--- config.mk ---
export PLATFORM = sky130hd
export DESIGN_NAME = cbr_top
export DESIGN_NICKNAME = d
export VERILOG_FILES = /design/src/rtl/cbr_pkg.sv /design/src/rtl/cbr_bus_if.sv /design/src/rtl/cbr_regs.sv /design/src/rtl/cbr_top.sv
export SDC_FILE = /design/constraint.sdc
export NUM_CORES = 1
export LEC_CHECK = 0
export BUFFER_PORTS_ARGS = -buffer_cell sky130_fd_sc_hd__buf_2
export CAP_MARGIN = 15
export CORE_MARGIN = 5
export CORE_UTILIZATION = 64
export CTS_BUF_LIST = sky130_fd_sc_hd__clkbuf_16
export CTS_CLUSTER_SIZE = 24
export DETAILED_ROUTE_END_ITERATION = 8
export HOLD_SLACK_MARGIN = 0.1
export PLACE_DENSITY = 0.95
export SLEW_MARGIN = 10
export SYNTH_ARGS = -nofsm -noshare
export SYNTH_HDL_FRONTEND = slang
export SYNTH_HIERARCHICAL = 1
export SYNTH_SLANG_ARGS = --single-unit
--- constraint.sdc ---
create_clock -name clock_i -period 6.7 [get_ports clock_i]
set_input_delay 0.67 -clock clock_i [delete_from_list [all_inputs] [get_ports clock_i]]
set_output_delay 0.67 -clock clock_i [all_outputs]
set_load 0.1 [all_outputs]
--- src/rtl/cbr_pkg.sv ---
// constants, types and register map of the clock buffer management register bank
// assumes one clock domain; pins of the management bus are sampled on clock_i
// Functional notes
// first enable byte: bit k runs output k (0..7); 0 holds low, resets 1
// second enable byte: bit k runs output k+8; 0 holds low, resets 1
// override byte bit 3 picks mode source: 0 strap (reset), 1 bus bits
// override bits 2:1 give the mode while selected; both reset to 1
// mode readback bits 7:6 of byte 0 always show the strapped value
// host applies a warm reset before relying on a changed pll mode
// bytes 5 and 6 return fixed revision, maker and device codes; writes ignored
// byte 7 bits 4:0 set block read length; reset value 8
// reserved bytes 4, 8 and unused bits read zero and ignore writes
// register index steps by one after every data byte of a block
// block write: address, index, count, data bytes; every byte acknowledged
// block read: index, repeated start, read address; count then data returned
`default_nettype none

package cbr_pkg;
    localparam logic [7:0] IDX_STRAP = 8'h00;
    localparam logic [7:0] IDX_OE_LOW = 8'h01;
    localparam logic [7:0] IDX_OE_HIGH = 8'h02;
    localparam logic [7:0] IDX_OVERRIDE = 8'h03;
    localparam logic [7:0] IDX_RESERVED_A = 8'h04;
    localparam logic [7:0] IDX_REV_VENDOR = 8'h05;
    localparam logic [7:0] IDX_DEVICE = 8'h06;
    localparam logic [7:0] IDX_READ_COUNT = 8'h07;
    localparam logic [7:0] IDX_RESERVED_B = 8'h08;

    localparam logic [7:0] OE_RESET = 8'hFF;
    localparam int OVR_SEL_BIT = 3;
    localparam int OVR_MODE_HI = 2;
    localparam int OVR_MODE_LO = 1;
    localparam logic OVR_SEL_RESET = 1'b0;
    localparam logic [1:0] OVR_MODE_RESET = 2'h3;
    localparam int STRAP_LO = 6;
    localparam int COUNT_W = 5;
    localparam logic [COUNT_W-1:0] COUNT_RESET = 5'h08;

    localparam logic [6:0] DEV_ADDR_DEFAULT = 7'h6C;
    localparam logic [3:0] BITS_PER_BYTE = 4'h8;
    localparam logic [3:0] LAST_BIT = 4'h7;

    typedef enum logic [2:0] {
        ST_IDLE,
        ST_RX,
        ST_RX_ACK,
        ST_TX,
        ST_TX_ACK
    } cbr_state_t;

    typedef enum logic [1:0] {
        ROLE_ADDR,
        ROLE_INDEX,
        ROLE_COUNT,
        ROLE_WDATA
    } cbr_role_t;
endpackage

`default_nettype wire

--- src/rtl/cbr_bus_if.sv ---
// byte access path between the serial engine and the register bank
// assumes both ends sit on clock_i
`default_nettype none

interface cbr_bus_if;
    logic wr_en;
    logic [7:0] idx;
    logic [7:0] wdata;
    logic [7:0] rdata;
    logic [7:0] count_byte;

    modport engine (output wr_en, output idx, output wdata, input rdata, input count_byte);
    modport regs (input wr_en, input idx, input wdata, output rdata, output count_byte);
endinterface

`default_nettype wire

--- src/rtl/cbr_regs.sv ---
// register bank: output enables, pll mode override, id codes, read length
// assumes the strap level is already latched outside and stable
`default_nettype none

module cbr_regs #(
    parameter logic [3:0] REV_CODE = 4'h2,    // arbitrary value
    parameter logic [3:0] VENDOR_CODE = 4'h5, // arbitrary value
    parameter logic [7:0] DEVICE_CODE = 8'h5A // arbitrary value
) (
    // clock and reset
    input wire logic clock_i,
    input wire logic arst_n_i,
    // access path
    cbr_bus_if.regs bus,
    // pll mode
    input wire logic [1:0] pll_mode_strap_i,
    output logic pll_override_sel_o,
    output logic [1:0] pll_mode_o,
    // output enables
    output logic [15:0] out_on_o
);
    import cbr_pkg::*;

    logic [7:0] oe_low_q, oe_low_d;
    logic [7:0] oe_high_q, oe_high_d;
    logic sel_q, sel_d;
    logic [1:0] mode_q, mode_d;
    logic [1:0] pll_mode_q, pll_mode_d;
    logic [COUNT_W-1:0] count_q, count_d;

    always_comb begin
        oe_low_d = oe_low_q;
        oe_high_d = oe_high_q;
        sel_d = sel_q;
        mode_d = mode_q;
        count_d = count_q;
        if (bus.wr_en) begin
            if (bus.idx == IDX_OE_LOW) begin
                oe_low_d = bus.wdata;
            end else if (bus.idx == IDX_OE_HIGH) begin
                oe_high_d = bus.wdata;
            end else if (bus.idx == IDX_OVERRIDE) begin
                sel_d = bus.wdata[OVR_SEL_BIT];
                mode_d = bus.wdata[OVR_MODE_HI:OVR_MODE_LO];
            end else if (bus.idx == IDX_READ_COUNT) begin
                count_d = bus.wdata[COUNT_W-1:0];
            end
        end
        // id, strap readback and reserved bytes have no storage
        pll_mode_d = sel_q ? mode_q : pll_mode_strap_i;
    end

    always_ff @(posedge clock_i or negedge arst_n_i) begin
        if (!arst_n_i) begin
            oe_low_q <= OE_RESET;
            oe_high_q <= OE_RESET;
            sel_q <= OVR_SEL_RESET;
            mode_q <= OVR_MODE_RESET;
            pll_mode_q <= OVR_MODE_RESET;
            count_q <= COUNT_RESET;
        end else begin
            oe_low_q <= oe_low_d;
            oe_high_q <= oe_high_d;
            sel_q <= sel_d;
            mode_q <= mode_d;
            pll_mode_q <= pll_mode_d;
            count_q <= count_d;
        end
    end

    always_comb begin
        bus.rdata = '0;
        if (bus.idx == IDX_STRAP) begin
            bus.rdata[STRAP_LO+1:STRAP_LO] = pll_mode_strap_i;
        end else if (bus.idx == IDX_OE_LOW) begin
            bus.rdata = oe_low_q;
        end else if (bus.idx == IDX_OE_HIGH) begin
            bus.rdata = oe_high_q;
        end else if (bus.idx == IDX_OVERRIDE) begin
            bus.rdata[OVR_SEL_BIT] = sel_q;
            bus.rdata[OVR_MODE_HI:OVR_MODE_LO] = mode_q;
        end else if (bus.idx == IDX_REV_VENDOR) begin
            bus.rdata = {REV_CODE, VENDOR_CODE};
        end else if (bus.idx == IDX_DEVICE) begin
            bus.rdata = DEVICE_CODE;
        end else if (bus.idx == IDX_READ_COUNT) begin
            bus.rdata[COUNT_W-1:0] = count_q;
        end
    end

    assign bus.count_byte = {{(8-COUNT_W){1'b0}}, count_q};
    assign out_on_o = {oe_high_q, oe_low_q};
    assign pll_override_sel_o = sel_q;
    assign pll_mode_o = pll_mode_q;
endmodule

`default_nettype wire

--- src/rtl/cbr_top.sv ---
// management bus slave of the clock buffer, serving indexed block transfers
// assumes scl/sda are already synchronous to clock_i; sda is open drain
`default_nettype none

module cbr_top #(
    parameter logic [6:0] DEV_ADDR = cbr_pkg::DEV_ADDR_DEFAULT,
    parameter logic [3:0] REV_CODE = 4'h2,    // arbitrary value
    parameter logic [3:0] VENDOR_CODE = 4'h5, // arbitrary value
    parameter logic [7:0] DEVICE_CODE = 8'h5A // arbitrary value
) (
    // clock and reset
    input wire logic clock_i,
    input wire logic arst_n_i,
    // management bus pins
    input wire logic scl_i,
    input wire logic sda_i,
    output logic sda_o,
    output logic sda_oe_n_o,
    // pll mode
    input wire logic [1:0] pll_mode_strap_i,
    output logic pll_override_sel_o,
    output logic [1:0] pll_mode_o,
    // output enables
    output logic [15:0] out_on_o
);
    import cbr_pkg::*;

    cbr_bus_if bus ();

    cbr_regs #(
        .REV_CODE(REV_CODE),
        .VENDOR_CODE(VENDOR_CODE),
        .DEVICE_CODE(DEVICE_CODE)
    ) u_regs (
        .clock_i(clock_i),
        .arst_n_i(arst_n_i),
        .bus(bus),
        .pll_mode_strap_i(pll_mode_strap_i),
        .pll_override_sel_o(pll_override_sel_o),
        .pll_mode_o(pll_mode_o),
        .out_on_o(out_on_o)
    );

    cbr_state_t state_q, state_d;
    cbr_role_t role_q, role_d;
    logic [3:0] bitcnt_q, bitcnt_d;
    logic [7:0] shreg_q, shreg_d;
    logic [7:0] idx_q, idx_d;
    logic rd_q, rd_d;
    logic pull_q, pull_d;
    logic scl_q, sda_q;
    logic wr_en;
    logic scl_rise, scl_fall, start_seen, stop_seen;

    always_comb begin
        scl_rise = scl_i & ~scl_q;
        scl_fall = ~scl_i & scl_q;
        start_seen = scl_i & scl_q & sda_q & ~sda_i;
        stop_seen = scl_i & scl_q & ~sda_q & sda_i;
    end

    always_comb begin
        state_d = state_q;
        role_d = role_q;
        bitcnt_d = bitcnt_q;
        shreg_d = shreg_q;
        idx_d = idx_q;
        rd_d = rd_q;
        pull_d = pull_q;
        wr_en = 1'b0;
        if (start_seen) begin
            // start and repeated start both reopen the address phase
            state_d = ST_RX;
            role_d = ROLE_ADDR;
            bitcnt_d = '0;
            pull_d = 1'b0;
        end else if (stop_seen) begin
            state_d = ST_IDLE;
            pull_d = 1'b0;
        end else begin
            case (state_q)
                ST_RX: begin
                    if (scl_rise) begin
                        shreg_d = {shreg_q[6:0], sda_i};
                        bitcnt_d = 4'(bitcnt_q + 4'h1);
                    end else if (scl_fall && bitcnt_q == BITS_PER_BYTE) begin
                        bitcnt_d = '0;
                        state_d = ST_RX_ACK;
                        pull_d = 1'b1;
                        case (role_q)
                            ROLE_ADDR: begin
                                if (shreg_q[7:1] != DEV_ADDR) begin
                                    state_d = ST_IDLE;
                                    pull_d = 1'b0;
                                end else begin
                                    rd_d = shreg_q[0];
                                    role_d = ROLE_INDEX;
                                end
                            end
                            ROLE_INDEX: begin
                                idx_d = shreg_q;
                                role_d = ROLE_COUNT;
                            end
                            ROLE_COUNT: begin
                                // length is not enforced; stop ends the block
                                role_d = ROLE_WDATA;
                            end
                            default: begin
                                wr_en = 1'b1;
                                idx_d = 8'(idx_q + 8'h01);
                            end
                        endcase
                    end
                end
                ST_RX_ACK: begin
                    if (scl_fall) begin
                        if (rd_q) begin
                            // read address taken: count byte goes first
                            state_d = ST_TX;
                            shreg_d = bus.count_byte;
                            pull_d = ~bus.count_byte[7];
                        end else begin
                            state_d = ST_RX;
                            pull_d = 1'b0;
                        end
                    end
                end
                ST_TX: begin
                    if (scl_fall) begin
                        if (bitcnt_q == LAST_BIT) begin
                            state_d = ST_TX_ACK;
                            bitcnt_d = '0;
                            pull_d = 1'b0;
                        end else begin
                            shreg_d = {shreg_q[6:0], 1'b0};
                            bitcnt_d = 4'(bitcnt_q + 4'h1);
                            pull_d = ~shreg_q[6];
                        end
                    end
                end
                ST_TX_ACK: begin
                    if (scl_rise && sda_i) begin
                        state_d = ST_IDLE;
                    end else if (scl_fall) begin
                        state_d = ST_TX;
                        shreg_d = bus.rdata;
                        pull_d = ~bus.rdata[7];
                        idx_d = 8'(idx_q + 8'h01);
                    end
                end
                default: begin
                end
            endcase
        end
    end

    always_ff @(posedge clock_i or negedge arst_n_i) begin
        if (!arst_n_i) begin
            state_q <= ST_IDLE;
            role_q <= ROLE_ADDR;
            bitcnt_q <= '0;
            shreg_q <= '0;
            idx_q <= '0;
            rd_q <= 1'b0;
            pull_q <= 1'b0;
            scl_q <= 1'b1;
            sda_q <= 1'b1;
        end else begin
            state_q <= state_d;
            role_q <= role_d;
            bitcnt_q <= bitcnt_d;
            shreg_q <= shreg_d;
            idx_q <= idx_d;
            rd_q <= rd_d;
            pull_q <= pull_d;
            scl_q <= scl_i;
            sda_q <= sda_i;
        end
    end

    assign bus.wr_en = wr_en;
    assign bus.idx = idx_q;
    assign bus.wdata = shreg_q;
    assign sda_o = 1'b0;
    assign sda_oe_n_o = ~pull_q;
endmodule

`default_nettype wire

==> results.toml <==
[timing]
fmax_ghz = 0.3737
setup_viol = 0
finalHoldViolations = 0
post-route-period-util = 0.3994
whs_ns = 0.4978
period_minus_slack_ns = 2.676
fin_setup_tns_ns = 0
rsz0062_at_grt = "false"
slew_headroom = 0.4275
skew_ns = 0.01105
worstMarginPinSlew_ns = 0.8587
drv_slew = 0

[final_layout]
final_cell_area_um2 = 3654
drive_gt1_frac = 0.2889
post-route-util = 0.7108
n_antenna_cell = 0
syn_to_final_growth_pct = 7.156
nets = 372

[synthesis]
synth.most_common_cell = "mux2_2"
synth_edf_count = 0
async_reset_ff_frac = 1.000
synth.distinct_cells = 61
netlist.top_cell.by_area = "dfrtp_1"
avgSynthCellArea_um2 = 9.911
synthTopCellsByArea = "dfrtp_1 23%, dfstp_2 18%, mux2_2 12%, a21oi_1 3.8%, o21ai_0 3.4%"
synth_top_area_frac = 0.2349
synth_ff_type = "dfrtp_1"
ys_ff_latch = 55
synth.cell_area_um2 = 3410
ys_seq_area_frac = 0.4121
yosysWarningCount = 6
synth_commonest_cells = "36 x mux2_2, 32 x dfrtp_1, 30 x nand2_1"
synth_cells = 344

[critical_path]
cp-end-kind = "register"
r2r_start = "state_q[0]"
worst_r2r_endpoint = "u_regs/count_q[2]"
path_cells = "and2b_1, and2_1, and3_2, and4_1, and3_1, mux2_2"
crit_family = "simple AND/OR/NAND/NOR gates"
cp.buffers_inverters = 0
rr_worst_depth = 6
crit_type = "register to register"
rrSetupSlack_ns = 4.02
critPathLaunchType = "register"
required_ns = 6.87
max_stage_delay_ns = 0.81
cp.arrival_ns = 2.85
slowest_stage = "dfrtp_1"
worst-path-max-fanout = 22

[grt]
grt_pass1_vias = 2895
grt_pass1_wl_um = 14170
antenna_found_initial = 0
groute.layer.met1.usage = 0.3274
busiest_layer = "met2"
grt_max_degree = 56
gr-usage-all-layers = 0.2485
met3_usage = 0.05545
grt_overflow = 0
gr-usage-met2 = 0.3921

[floorplanning]
ios = 27
dieArea_um2 = 6887
die_w_um = 82.99
core_um2 = 5140
dieHeight_um = 82.99
rows = 26
initial_core_util = 0.6633

[drt]
drc_errors = 0
first_pass_iters = 5
drtAntennaViolNets = 0
drtIter0Drc = 307
viasPerCell = 6.737
post_drt_wl_per_cell_um = 19.66
vias = 2897
routed_wl_um = 8454

[clock_network]
cts_tree = "yes"
clk_pin_slew_worst_paths_ns = 0.07
clk_latency_ns = 0.30
cts_hold_buf = 0
post_cts_buffers = 0
clk_path_buf_depth = 2
cts_buffers = 5
cts_resized = 0
clock_sinks = 55
cts-root-buf = "clkbuf_16"
cts-htree-levels = 2

[outcome]
status = "complete, no violations"

[worst_hold_path]
hold_class = "primary input to asynchronous set/reset pin"

[placed_design]
dpl_cell_area_um2 = 3510
gp_congestion = 0.8955
dpl.hpwl_um = 5681
portBuffers = 25

[power]
power.density_nw_per_um2 = 202.0
vdd.ir_drop.worst_v = 0.0001715
p_leak_nw = 1.577
p_total_mw = 0.7381

[job]
cap_violations = 0
metal layers:
metal,vias up,part of all wire
met5,-,0
met1,1387,0.40
li1,1290,-
met3,40,0.090
met2,180,0.47
met4,0,0.037
worst register-to-register path, stage by stage (launching register included):
cell and delay (ns):
dfrtp_1 0.81, and2b_1 0.30, and2_1 0.32, and3_2 0.25, and4_1 0.18, and3_1 0.32
mux2_2 0.39
state kept, by name, indices dropped and copies added, names as in the netlist:
signal                     count
bitcnt_q                       4
bus.idx                        8
bus.wdata                      8
pull_q                         1
rd_q                           1
role_q                         2
scl_q                          1
sda_q                          1
state_q                        3
u_regs/count_q                 5
u_regs/mode_q                  2
u_regs/oe_high_q               8
u_regs/oe_low_q                8
u_regs/pll_mode_o              2
u_regs/pll_override_sel_o      1
kinds of logic (layout without fill, tap and decap cells):
logic type | after synthesis | count (layout) | synth area share
multiplexers | 46 | 46 | 0.1490
buffers and inverters | 32 | 46 | 0.05174
XOR/XNOR | 1 | 1 | 0.002569
flip-flops | 55 | 55 | 0.4121
AND/OR/NAND/NOR | 107 | 107 | 0.1839
AO/OA/AOI/OAI | 94 | 94 | 0.1728
other | 2 | 4 | 0.002203
adder cells (fa/ha/maj) | 7 | 7 | 0.02569
report_power, final:
group / switching, mW / total, mW / leakage, nW / internal, mW
Clock: 0.124 / 0.264 / 0.0759 / 0.139
Sequential: 0.0509 / 0.402 / 0.677 / 0.351
Combinational: 0.0441 / 0.0725 / 0.823 / 0.0284
cells in the final DEF, fill, tap and decap left out, types with 3 or more instances in the layout:
cell type   n
o211ai_1    3
nor3_1      8
a2bb2oi_1   4
nand2_1    30
nand2b_1    3
ha_1        7
inv_1      12
dfstp_2    23
a211o_1     3
nor3b_1     5
conb_1      4
nor2b_1     4
clkbuf_16   5
a21oi_1    26
nor2_1      9
buf_2      25
o21a_1      3
nand3_1    17
mux2_2     36
a22oi_1    11
a31oi_1     3
o21ai_0    22
nand3b_1    3
dfrtp_1    32
mux2i_1     8
and3_1      4
and2b_1     3
o22ai_1     5
nand4_1     3
per-stage QoR:
| step | worst slack, ns | std cells |
|---|---|---|
| floorplan | 4.365 | 346 |
| global route | 3.923 | 430 |
| global placement | 4.107 | 422 |
| detailed placement | 4.034 | 422 |
| CTS | 4.091 | 430 |
| finish | 4.024 | 430 |
area by class of cell:
cell class | count | area, um^2
inverters | 11 | 41.29
clock inverters | 3 | 18.77
fillers | 353 | 1486
repair buffers | 27 | 140.1
clock buffers | 5 | 125.1
flip-flops and latches | 55 | 1405
multi-input cells | 259 | 1836
well taps | 70 | 87.58
how the worst max path moves through the flow:
stage	cells after the start	startpoint	to	slack, ns
2_1_floorplan	6	scl_i	u_regs/count_q[0]	4.37
3_3_place_gp	6	scl_i	u_regs/oe_low_q[1]	4.11
3_5_place_dp	6	scl_i	u_regs/pll_override_sel_o	4.03
4_1_cts	6	state_q[0]	u_regs/count_q[2]	4.09
5_1_grt	6	state_q[0]	u_regs/pll_override_sel_o	3.92
6_report	6	state_q[0]	u_regs/count_q[2]	4.02
Note: power is estimated with default switching activity, not from simulation.
